File: src/core/atr_map.vh
`ifndef ATR_MAP_VH
`define ATR_MAP_VH

// wishbone register byte offsets
`define ATR_ADR_ADV_KIND     8'h00
`define ATR_ADR_ADV_SRC      8'h04
`define ATR_ADR_ADV_POL      8'h08
`define ATR_ADR_ARM_KIND     8'h0c
`define ATR_ADR_ARM_SRC      8'h10
`define ATR_ADR_ARM_POL      8'h14
`define ATR_ADR_EXPORT       8'h18
`define ATR_ADR_REC_HOLDOFF  8'h1c
`define ATR_ADR_START_HOLDOFF 8'h20
`define ATR_ADR_SW_TRIG      8'h24
`define ATR_ADR_STATUS       8'h28

// trigger kind codes
`define ATR_KIND_NONE        10'h258
`define ATR_KIND_DIG_EDGE    10'h259
`define ATR_KIND_SOFTWARE    10'h25c

// edge polarity codes
`define ATR_POL_RISING       10'h384
`define ATR_POL_FALLING      10'h385

// terminal codes: none, front 0/1, backplane 0..7, star
`define ATR_TERM_NONE        4'h0
`define ATR_TERM_LAST        4'hb
`define ATR_NUM_LINES        11

// export register field positions
`define ATR_EXP_REF_LSB      0
`define ATR_EXP_ADV_LSB      4
`define ATR_EXP_RST_LSB      8
`define ATR_EXP_RADV_LSB     12

// software trigger and status bit positions
`define ATR_SW_ADV_BIT       0
`define ATR_SW_ARM_BIT       1
`define ATR_ST_START_BUSY    0
`define ATR_ST_REC_BUSY      1
`define ATR_ST_STARTED       2

// clock period in ns (200 MHz); holdoff registers hold ns
`define ATR_CLK_PERIOD_NS    33'h5

`endif

File: src/core/atr_holdoff.v
`timescale 1ns/1ps
`default_nettype none
`include "atr_map.vh"

module atr_holdoff (
   input  wire        clock_i,   // system clock
   input  wire        nrst_i,    // async reset, active low
   input  wire        ce_i,      // clock enable
   input  wire        start_i,   // restart the holdoff window
   input  wire [31:0] limit_i,   // holdoff length in ns
   output wire        busy_o     // window still running
);

   reg  [32:0] elapsed_r;
   reg  [32:0] limit_r;
   reg         busy_r;
   wire [32:0] elapsed_nxt = elapsed_r + `ATR_CLK_PERIOD_NS;

   assign busy_o = busy_r;

   // elapsed time advances one clock period per cycle; zero length never busies
   always @(posedge clock_i or negedge nrst_i) begin
      if (!nrst_i) begin
         elapsed_r <= 33'h0;
         limit_r   <= 33'h0;
         busy_r    <= 1'b0;
      end else if (ce_i) begin
         if (start_i) begin
            elapsed_r <= 33'h0;
            limit_r   <= {1'b0, limit_i};
            busy_r    <= (limit_i != 32'h0);
         end else if (busy_r) begin
            elapsed_r <= elapsed_nxt;
            if (elapsed_nxt >= limit_r) begin
               busy_r <= 1'b0;
            end
         end
      end
   end

endmodule
`default_nettype wire

File: src/core/atr_edge_trig.v
`timescale 1ns/1ps
`default_nettype none
`include "atr_map.vh"

module atr_edge_trig (
   input  wire                      clock_i,  // system clock
   input  wire                      nrst_i,   // async reset, active low
   input  wire                      ce_i,     // clock enable
   input  wire [`ATR_NUM_LINES-1:0] lines_i,  // synchronised terminal levels
   input  wire [9:0]                kind_i,   // trigger kind code
   input  wire [3:0]                src_i,    // source terminal code
   input  wire [9:0]                pol_i,    // edge polarity code
   input  wire                      sw_i,     // software trigger pulse
   output wire                      trig_o    // one-cycle trigger pulse
);

   reg  level_r;
   reg  trig_r;
   wire src_ok  = (src_i != `ATR_TERM_NONE) && (src_i <= `ATR_TERM_LAST);
   wire level   = src_ok ? lines_i[src_i - 4'h1] : 1'b0;
   wire rise    = level & ~level_r;
   wire fall    = ~level & level_r;
   wire edge_ok = ((pol_i == `ATR_POL_RISING) & rise) | ((pol_i == `ATR_POL_FALLING) & fall);
   wire fire    = ((kind_i == `ATR_KIND_DIG_EDGE) & edge_ok) | ((kind_i == `ATR_KIND_SOFTWARE) & sw_i);

   assign trig_o = trig_r;

   // none or unknown kind never fires
   always @(posedge clock_i or negedge nrst_i) begin
      if (!nrst_i) begin
         level_r <= 1'b0;
         trig_r  <= 1'b0;
      end else if (ce_i) begin
         level_r <= level;
         trig_r  <= fire;
      end
   end

endmodule
`default_nettype wire

File: src/core/atr_router.v
// Functional notes
// RULE1: reference trigger exported to one selectable terminal
// RULE2: record holdoff blocks next reference trigger
// RULE3: start holdoff blocks reference after start
// RULE4: advance kind none never asserts advance
// RULE5: digital edge advance fires on source edge
// RULE6: software advance fires on software command
// RULE7: advance edge source selectable among eleven inputs
// RULE8: advance trigger exported to selectable terminal
// RULE9: arm reference kind none never asserts
// RULE10: digital edge arm fires on source edge
// RULE11: software arm fires on software command
// RULE12: arm edge source selectable among eleven inputs
// RULE13: ready for start exported to terminal
// RULE14: ready for advance exported to terminal
// RULE15: rising or falling edge per polarity code
// RULE16: exports pulse; unselected terminals stay undriven
// RULE17: holdoff counts clock time; zero means immediate
`timescale 1ns/1ps
`default_nettype none
`include "atr_map.vh"

module atr_router (
   input  wire                      clock_i,       // 200 MHz system clock
   input  wire                      nrst_i,        // async reset, active low
   input  wire                      ce_i,          // clock enable, freezes all state
   input  wire                      wb_cyc_i,      // wishbone cycle
   input  wire                      wb_stb_i,      // wishbone strobe
   input  wire                      wb_we_i,       // wishbone write enable
   input  wire [7:0]                wb_adr_i,      // wishbone byte address
   input  wire [3:0]                wb_sel_i,      // wishbone byte enables
   input  wire [31:0]               wb_dat_i,      // wishbone write data
   output wire [31:0]               wb_dat_o,      // wishbone read data
   output wire                      wb_ack_o,      // wishbone acknowledge
   input  wire                      start_trig_i,  // start trigger accepted pulse
   input  wire                      ref_trig_i,    // reference trigger candidate pulse
   input  wire                      ready_start_i, // ready for start event pulse
   input  wire                      ready_adv_i,   // ready for advance event pulse
   output wire                      ref_trig_o,    // reference trigger recognised pulse
   output wire                      adv_trig_o,    // advance trigger pulse
   output wire                      arm_ref_o,     // arm reference trigger pulse
   input  wire [`ATR_NUM_LINES-1:0] term_i,        // terminal pin levels
   output wire [`ATR_NUM_LINES-1:0] term_o,        // terminal pin drive values
   output wire [`ATR_NUM_LINES-1:0] term_oe_o      // terminal pin output enables
);

   // configuration registers
   reg  [9:0]  advance_trig_kind_r;
   reg  [3:0]  advance_edge_source_r;
   reg  [9:0]  advance_edge_pol_r;
   reg  [9:0]  arm_ref_trig_kind_r;
   reg  [3:0]  arm_ref_edge_source_r;
   reg  [9:0]  arm_ref_edge_pol_r;
   reg  [15:0] export_r;
   reg  [31:0] record_to_record_holdoff_r;
   reg  [31:0] start_to_record_holdoff_r;
   reg         sw_adv_r;
   reg         sw_arm_r;
   reg         started_r;
   reg         ack_r;
   reg  [31:0] rdata_r;
   reg  [31:0] rdata_nxt;

   // pin synchronisers
   reg  [`ATR_NUM_LINES-1:0] sync1_r;
   reg  [`ATR_NUM_LINES-1:0] sync2_r;

   // export stage
   reg                       ref_out_r;
   reg  [`ATR_NUM_LINES-1:0] term_r;
   reg  [`ATR_NUM_LINES-1:0] term_oe_r;

   wire [3:0] ref_trig_export_select     = export_r[`ATR_EXP_REF_LSB +: 4];
   wire [3:0] advance_export_select      = export_r[`ATR_EXP_ADV_LSB +: 4];
   wire [3:0] ready_start_export_select  = export_r[`ATR_EXP_RST_LSB +: 4];
   wire [3:0] ready_advance_export_select = export_r[`ATR_EXP_RADV_LSB +: 4];

   wire       req    = wb_cyc_i & wb_stb_i & ~ack_r;
   wire       wr     = req & wb_we_i;
   wire       start_busy;
   wire       rec_busy;
   wire       adv_trig;
   wire       arm_trig;
   wire       ref_accept;

   assign wb_ack_o  = ack_r;
   assign wb_dat_o  = rdata_r;
   assign ref_trig_o = ref_out_r;
   assign adv_trig_o = adv_trig;
   assign arm_ref_o  = arm_trig;
   assign term_o     = term_r;
   assign term_oe_o  = term_oe_r;

   function [31:0] merge;
      input [31:0] old_v;
      input [31:0] new_v;
      input [3:0]  sel;
      integer      b;
      begin
         for (b = 0; b < 4; b = b + 1) begin
            merge[b*8 +: 8] = sel[b] ? new_v[b*8 +: 8] : old_v[b*8 +: 8];
         end
      end
   endfunction

   // addressed register with the enabled bytes of the write data laid over it
   wire [31:0] wr_word = merge(rdata_nxt, wb_dat_i, wb_sel_i);

   // two flip-flops before any logic sees a terminal
   always @(posedge clock_i or negedge nrst_i) begin
      if (!nrst_i) begin
         sync1_r <= {`ATR_NUM_LINES{1'b0}};
         sync2_r <= {`ATR_NUM_LINES{1'b0}};
      end else if (ce_i) begin
         sync1_r <= term_i;
         sync2_r <= sync1_r;
      end
   end

   // register writes; software trigger bits are one-cycle pulses
   always @(posedge clock_i or negedge nrst_i) begin
      if (!nrst_i) begin
         advance_trig_kind_r        <= `ATR_KIND_NONE;
         advance_edge_source_r      <= `ATR_TERM_NONE;
         advance_edge_pol_r         <= `ATR_POL_RISING;
         arm_ref_trig_kind_r        <= `ATR_KIND_NONE;
         arm_ref_edge_source_r      <= `ATR_TERM_NONE;
         arm_ref_edge_pol_r         <= `ATR_POL_RISING;
         export_r                   <= 16'h0000;
         record_to_record_holdoff_r <= 32'h0;
         start_to_record_holdoff_r  <= 32'h0;
         sw_adv_r                   <= 1'b0;
         sw_arm_r                   <= 1'b0;
         ack_r                      <= 1'b0;
         rdata_r                    <= 32'h0;
      end else if (ce_i) begin
         ack_r    <= req;
         sw_adv_r <= 1'b0;
         sw_arm_r <= 1'b0;
         if (req) begin
            rdata_r <= wb_we_i ? 32'h0 : rdata_nxt;
         end
         if (wr) begin
            case (wb_adr_i)
               `ATR_ADR_ADV_KIND: begin
                  advance_trig_kind_r <= wr_word[9:0];
               end
               `ATR_ADR_ADV_SRC: begin
                  advance_edge_source_r <= wr_word[3:0];
               end
               `ATR_ADR_ADV_POL: begin
                  advance_edge_pol_r <= wr_word[9:0];
               end
               `ATR_ADR_ARM_KIND: begin
                  arm_ref_trig_kind_r <= wr_word[9:0];
               end
               `ATR_ADR_ARM_SRC: begin
                  arm_ref_edge_source_r <= wr_word[3:0];
               end
               `ATR_ADR_ARM_POL: begin
                  arm_ref_edge_pol_r <= wr_word[9:0];
               end
               `ATR_ADR_EXPORT: begin
                  export_r <= wr_word[15:0];
               end
               `ATR_ADR_REC_HOLDOFF: begin
                  record_to_record_holdoff_r <= wr_word;
               end
               `ATR_ADR_START_HOLDOFF: begin
                  start_to_record_holdoff_r <= wr_word;
               end
               `ATR_ADR_SW_TRIG: begin
                  sw_adv_r <= wb_sel_i[0] & wb_dat_i[`ATR_SW_ADV_BIT]; // RULE6
                  sw_arm_r <= wb_sel_i[0] & wb_dat_i[`ATR_SW_ARM_BIT]; // RULE11
               end
               default: begin
               end
            endcase
         end
      end
   end

   // read mux; unmapped and write-only offsets read zero
   always @* begin
      rdata_nxt = 32'h0;
      case (wb_adr_i)
         `ATR_ADR_ADV_KIND:      rdata_nxt = {22'h0, advance_trig_kind_r};
         `ATR_ADR_ADV_SRC:       rdata_nxt = {28'h0, advance_edge_source_r};
         `ATR_ADR_ADV_POL:       rdata_nxt = {22'h0, advance_edge_pol_r};
         `ATR_ADR_ARM_KIND:      rdata_nxt = {22'h0, arm_ref_trig_kind_r};
         `ATR_ADR_ARM_SRC:       rdata_nxt = {28'h0, arm_ref_edge_source_r};
         `ATR_ADR_ARM_POL:       rdata_nxt = {22'h0, arm_ref_edge_pol_r};
         `ATR_ADR_EXPORT:        rdata_nxt = {16'h0, export_r};
         `ATR_ADR_REC_HOLDOFF:   rdata_nxt = record_to_record_holdoff_r;
         `ATR_ADR_START_HOLDOFF: rdata_nxt = start_to_record_holdoff_r;
         `ATR_ADR_STATUS: begin
            rdata_nxt[`ATR_ST_START_BUSY] = start_busy;
            rdata_nxt[`ATR_ST_REC_BUSY]   = rec_busy;
            rdata_nxt[`ATR_ST_STARTED]    = started_r;
         end
         default:                rdata_nxt = 32'h0;
      endcase
   end

   // advance trigger: kind, source, polarity
   atr_edge_trig u_adv (
      .clock_i (clock_i),
      .nrst_i  (nrst_i),
      .ce_i    (ce_i),
      .lines_i (sync2_r),
      .kind_i  (advance_trig_kind_r),   // RULE4 RULE5 RULE6
      .src_i   (advance_edge_source_r), // RULE7
      .pol_i   (advance_edge_pol_r),    // RULE15
      .sw_i    (sw_adv_r),
      .trig_o  (adv_trig)
   );

   // arm reference trigger: kind, source, polarity
   atr_edge_trig u_arm (
      .clock_i (clock_i),
      .nrst_i  (nrst_i),
      .ce_i    (ce_i),
      .lines_i (sync2_r),
      .kind_i  (arm_ref_trig_kind_r),   // RULE9 RULE10 RULE11
      .src_i   (arm_ref_edge_source_r), // RULE12
      .pol_i   (arm_ref_edge_pol_r),    // RULE15
      .sw_i    (sw_arm_r),
      .trig_o  (arm_trig)
   );

   // a start restarts its window and blocks a reference in the same cycle
   atr_holdoff u_start_hold (
      .clock_i (clock_i),
      .nrst_i  (nrst_i),
      .ce_i    (ce_i),
      .start_i (start_trig_i),              // RULE3
      .limit_i (start_to_record_holdoff_r), // RULE17
      .busy_o  (start_busy)
   );

   atr_holdoff u_rec_hold (
      .clock_i (clock_i),
      .nrst_i  (nrst_i),
      .ce_i    (ce_i),
      .start_i (ref_accept),                 // RULE2
      .limit_i (record_to_record_holdoff_r), // RULE17
      .busy_o  (rec_busy)
   );

   assign ref_accept = ref_trig_i & ~start_trig_i & ~start_busy & ~rec_busy; // RULE2 RULE3

   always @(posedge clock_i or negedge nrst_i) begin
      if (!nrst_i) begin
         ref_out_r <= 1'b0;
         started_r <= 1'b0;
      end else if (ce_i) begin
         ref_out_r <= ref_accept;
         if (start_trig_i) begin
            started_r <= 1'b1;
         end
      end
   end

   // per terminal: enable while any export selects it, drive the one-cycle pulses
   genvar i;
   generate
      for (i = 0; i < `ATR_NUM_LINES; i = i + 1) begin : g_term
         localparam [3:0] CODE = i + 1;
         wire hit_ref  = (ref_trig_export_select == CODE);      // RULE1
         wire hit_adv  = (advance_export_select == CODE);       // RULE8
         wire hit_rst  = (ready_start_export_select == CODE);   // RULE13
         wire hit_radv = (ready_advance_export_select == CODE); // RULE14
         always @(posedge clock_i or negedge nrst_i) begin
            if (!nrst_i) begin
               term_r[i]    <= 1'b0;
               term_oe_r[i] <= 1'b0;
            end else if (ce_i) begin
               term_oe_r[i] <= hit_ref | hit_adv | hit_rst | hit_radv; // RULE16
               term_r[i]    <= (hit_ref & ref_accept) | (hit_adv & adv_trig)
                               | (hit_rst & ready_start_i) | (hit_radv & ready_adv_i); // RULE16
            end
         end
      end
   endgenerate

endmodule
`default_nettype wire

File: config.mk
export PLATFORM = sky130hd
export DESIGN_NAME = atr_router
export DESIGN_NICKNAME = d
export VERILOG_FILES = /design/src/core/atr_holdoff.v /design/src/core/atr_edge_trig.v /design/src/core/atr_router.v
export VERILOG_INCLUDE_DIRS = /design/src /design/src/core
export SDC_FILE = /design/constraint.sdc
export NUM_CORES = 1
export LEC_CHECK = 0
export BUFFER_PORTS_ARGS = -buffer_cell sky130_fd_sc_hd__buf_4
export CORE_MARGIN = 4
export CORE_UTILIZATION = 45
export CTS_BUF_LIST = sky130_fd_sc_hd__clkbuf_8
export CTS_CLUSTER_DIAMETER = 30
export DETAILED_ROUTE_END_ITERATION = 7
export SLEW_MARGIN = 25
export SYNTH_ARGS = -nofsm -noshare
export SYNTH_HDL_FRONTEND = slang
export SYNTH_SLANG_ARGS = --single-unit
File: constraint.sdc
create_clock -name clock_i -period 4.3 [get_ports clock_i]
set_input_delay 0.86 -clock clock_i [delete_from_list [all_inputs] [get_ports clock_i]]
set_output_delay 0.86 -clock clock_i [all_outputs]
set_load 0.01 [all_outputs]
==> Implementation_results.wiki <==
{| class="wikitable"
! Metric !! Value
|-
| Setup repair after global routing missed its margin || false
|-
| Via total after detailed routing || 15000
|-
| Fmax || 0.267 GHz
|-
| Max Fanout on Critical Path || 9
|-
| Overflow left after global routing || 0
|-
| Flip-flop cell with the highest count after synthesis || sky130_fd_sc_hd__dfrtp_1
|-
| Data arrival time of the critical path || 4.24 ns
|-
| Detailed Routing Iterations Pass 1 || 6
|-
| Uppermost metal layer occupied by signal nets || met4
|-
| Crit path buf inv count || 0
|-
| DIE AREA || 44300 um^2
|-
| Clock root cell || sky130_fd_sc_hd__clkbuf_8
|-
| Num ports || 123
|-
| Reg-to-reg slack, setup || 0.56 ns
|-
| Top-area cell type share of the netlist area || 44.6%
|-
| Post-synthesis instance total || 1824
|-
| Initial DRC count || 1294
|-
| Top cells by area in the synthesized netlist || sky130_fd_sc_hd__dfrtp_1 (45%), sky130_fd_sc_hd__mux2_2 (7.6%), sky130_fd_sc_hd__o21ai_0 (4.9%)
|-
| Count of distinct cell types in the synthesized netlist || 83
|-
| Area of the placeable core || 40100 um^2
|-
| Count of flip-flops with a built-in enable after synthesis || 0
|-
| Share of the clock period used by the worst path after layout || 87.0%
|-
| Half-perimeter wire length of the detailed placement result || 38.2 mm
|-
| Number of hold violations in the final report || 0
|-
| Cell type of the slowest stage on the worst timing path || sky130_fd_sc_hd__or3b_1
|-
| Peak VDD IR || 260 uV
|-
| Startpoint kind of the worst setup timing path || flop
|-
| Total leakage power || 10.1 nW
|-
| Transition time at the pin with the least slew margin || 0.989 ns
|-
| Routed metal-1 wirelength || 24.2 mm
|-
| Clock-pin slew reported for the worst setup and hold paths after clock tree synthesis || 0.05 ns
|-
| Combined global-route utilization of all metal layers || 24.1%
|-
| Count of instances resized after the clock tree is built || 0
|-
| Number of setup violations in the final report || 0
|-
| Classification of the worst setup path || reg2reg
|-
| Clock sink count || 345
|-
| Number of slew-limit violations in the final report || 0
|-
| Kind of end point of the critical path || flop
|-
| Power per Cell Area || 387 nW/um^2
|-
| Hold Path Class || in2async
|-
| Num CTS Buffers || 88
|-
| CTS tree || built
|-
| Count leader, synth || sky130_fd_sc_hd__dfrtp_1
|-
| Detailed-route wire length || 53.7 mm
|-
| Sequential element share of the synthesized area || 46.9%
|-
| Number of remaining DRC errors || 0
|-
| Global-route wire length before repair || 85.5 mm
|-
| Post-Route Skew || 0.0409 ns
|-
| Delay of the slowest cell on the worst path || 0.55 ns
|-
| Top cell types by occurrence after synthesis || sky130_fd_sc_hd__dfrtp_1 (329), sky130_fd_sc_hd__nand2_1 (212), sky130_fd_sc_hd__o21ai_0 (179)
|-
| Required arrival time at the worst endpoint || 4.80 ns
|-
| Routed length per instance || 20.9 um
|-
| GP Congestion || 0.985
|-
| Post-route core utilization || 54.8%
|-
| Clock latency at the later pin of the worst-skew pair || 0.66 ns
|-
| # Max-Cap Violations || 0
|-
| Via count of the first global-routing pass || 14900
|-
| Worst setup slack after placement || 0.610 ns
|-
| Syn nets || 1959
|-
| Layout overhead on the synthesized area || 19.0%
|-
| Layout fillers || 3539
|-
| Largest net degree at the start of global routing || 79
|-
| Hold buffer count at cts || 0
|-
| Cell class contributing the biggest share of worst-path delay || simple AND/OR/NAND/NOR gates
|-
| Summed instance area of the synthesized netlist || 18400 um^2
|-
| Number of core rows || 73
|-
| Most area-hungry cell type in the Yosys netlist || sky130_fd_sc_hd__dfrtp_1
|-
| Initial antenna violation count || 1
|-
| CP Cell Sequence || and2_4, or3b_1, nor3b_1, nand3_1, xnor2_1, ha_1, nand4_1, nor3_1, a211oi_1, o21ai_0, o2111a_1, o21ai_0
|-
| Clock Tree Buf Depth || 3
|-
| Number of warnings printed during yosys synthesis || 0
|-
| Number of nets in the layout || 2105
|-
| Cell count after placement || 2405
|-
| Mean instance size in the synthesized netlist || 10.1 um^2
|-
| Most Frequent Cell on Critical Path || sky130_fd_sc_hd__o21ai_0
|-
| Fin worst setup slack || 0.559 ns
|-
| I/O Buffers || 122
|-
| Fraction of synthesis flops using an asynchronous set or reset pin || 100%
|-
| Routed wire length on met2 || 24.2 mm
|-
| Non-Filler Instances || 2567
|-
| Chip width || 210 um
|-
| Via/cell ratio || 5.84
|-
| Buffer count from post-CTS setup fixing || 0
|-
| Status || finished clean
|-
| Minimum period implied by the final worst setup slack || 3.74 ns
|-
| Starting utilization of the core area || 46.0%
|-
| Final TNS setup || 0 ns
|-
| DRT antenna net count || 0
|-
| WL met3 || 3.81 mm
|-
| Maximum level of the CTS H-tree || 3
|-
| Tightest slew margin relative to the limit || 33.9%
|-
| Pwr Total || 0.00850 W
|-
| #FFs+latches synth || 345
|-
| Share of cells above drive strength 1 || 23.6%
|-
| Die boundary height || 210 um
|}
routing by layer:
layer / vias to the layer above / track usage, %
met3: 102 / 5.48
li1: 6951 / -
met2: 547 / 37.0
met1: 7380 / 34.0
met5: - / 0
met4: 0 / 8.38
placed cells by master (no fill, tap or decap), drive strengths merged, types with 4 or more instances in the layout:
cell    Yosys  layout
mux2      125     125
nor4       28      28
xnor2      45      45
o21ai     182     182
dfrtp     329     329
a21o        6       6
and2       16      16
o31ai      18      18
nand3      34      34
nor3b       4       4
nand2b     18      18
a211oi     18      18
clkbuf     66     110
nand4      30      30
nand2     213     213
a222oi      4       4
nor4b       4       4
o22ai      21      21
bufinv      0      11
inv        91     110
and3       10      10
a31oi      15      15
mux2i      40      40
a21oi      67      67
nor3       28      28
nand3b     10      10
ha         70      70
mux4        8       8
xor2       20      20
nor2b      13      13
clkinv      0      19
and4        8       8
nor2       86      86
or2         4       4
a221oi      9       9
dfstp      16      16
nor4bb      8       8
a22oi      11      11
buf        32     154
a22o       71      71
where the power goes:
group / switching [W] / leakage [nW] / internal, W
clock network: 0.00168 / 1.13 / 0.00298
logic: 0.000286 / 4.29 / 0.000190
registers: 0.0000486 / 4.67 / 0.00331
total: 0.00202 / 10.1 / 0.00649
cell type report:
type | instances | area, um^2 | area share (%)
multi-input cells | 1290 | 9040 | 41.2
flip-flops and latches | 345 | 8650 | 39.4
clock buffers | 110 | 1510 | 6.89
repair buffers | 154 | 1190 | 5.41
well taps | 525 | 657 | 2.99
clock inverters | 51 | 559 | 2.55
inverters | 91 | 342 | 1.56
diodes | 1 | 2.50 | 0.0114
path summary, 6_finish.rpt:
kind	startpoint	to	cells past startpoint
max in group asynchronous	nrst_i	sync2_r[4]	2
max	u_start_hold.elapsed_r[5]	u_start_hold.busy_o	12
min in group clock_i	term_i[2]	sync1_r[2]	2
max reg2reg	u_start_hold.elapsed_r[5]	u_start_hold.busy_o	12
min	nrst_i	term_o[6]	1
min reg2reg	u_start_hold.elapsed_r[32]	u_start_hold.elapsed_r[32]	1
sequential cells by signal, indices dropped and copies added, names as in the netlist, 16 cells and up:
register                    flops
u_rec_hold.elapsed_r           33
u_start_hold.elapsed_r         33
record_to_record_holdoff_r     32
start_to_record_holdoff_r      32
u_rec_hold.limit_r             32
u_start_hold.limit_r           32
wb_dat_o                       32
export_r                       16
cell families (layout without fill, tap and decap cells):
family | after synthesis | count (layout) | synth area share (%)
and+or+nand+nor | 521 | 521 | 14.2
other | 0 | 1 | 0
xor gates and xnor gates | 65 | 65 | 3.13
adders and majority gates | 70 | 70 | 4.75
muxes | 173 | 173 | 10.8
buffers and inverters | 189 | 406 | 4.16
DFF | 345 | 345 | 46.9
AOI/OAI and AO/OA | 461 | 461 | 16.0
stage by stage:
| stage | instance area [um^2] | hold slack [ns] |
|---|---|---|
| global placement | 19900 | 0.469 |
| finish | 22000 | 0.195 |
| global route | 22000 | 0.223 |
| floorplan | 18400 | 0.434 |
| CTS | 22000 | 0.184 |
| detailed placement | 19900 | 0.471 |
No activity file was read; power rests on OpenSTA's default activity.
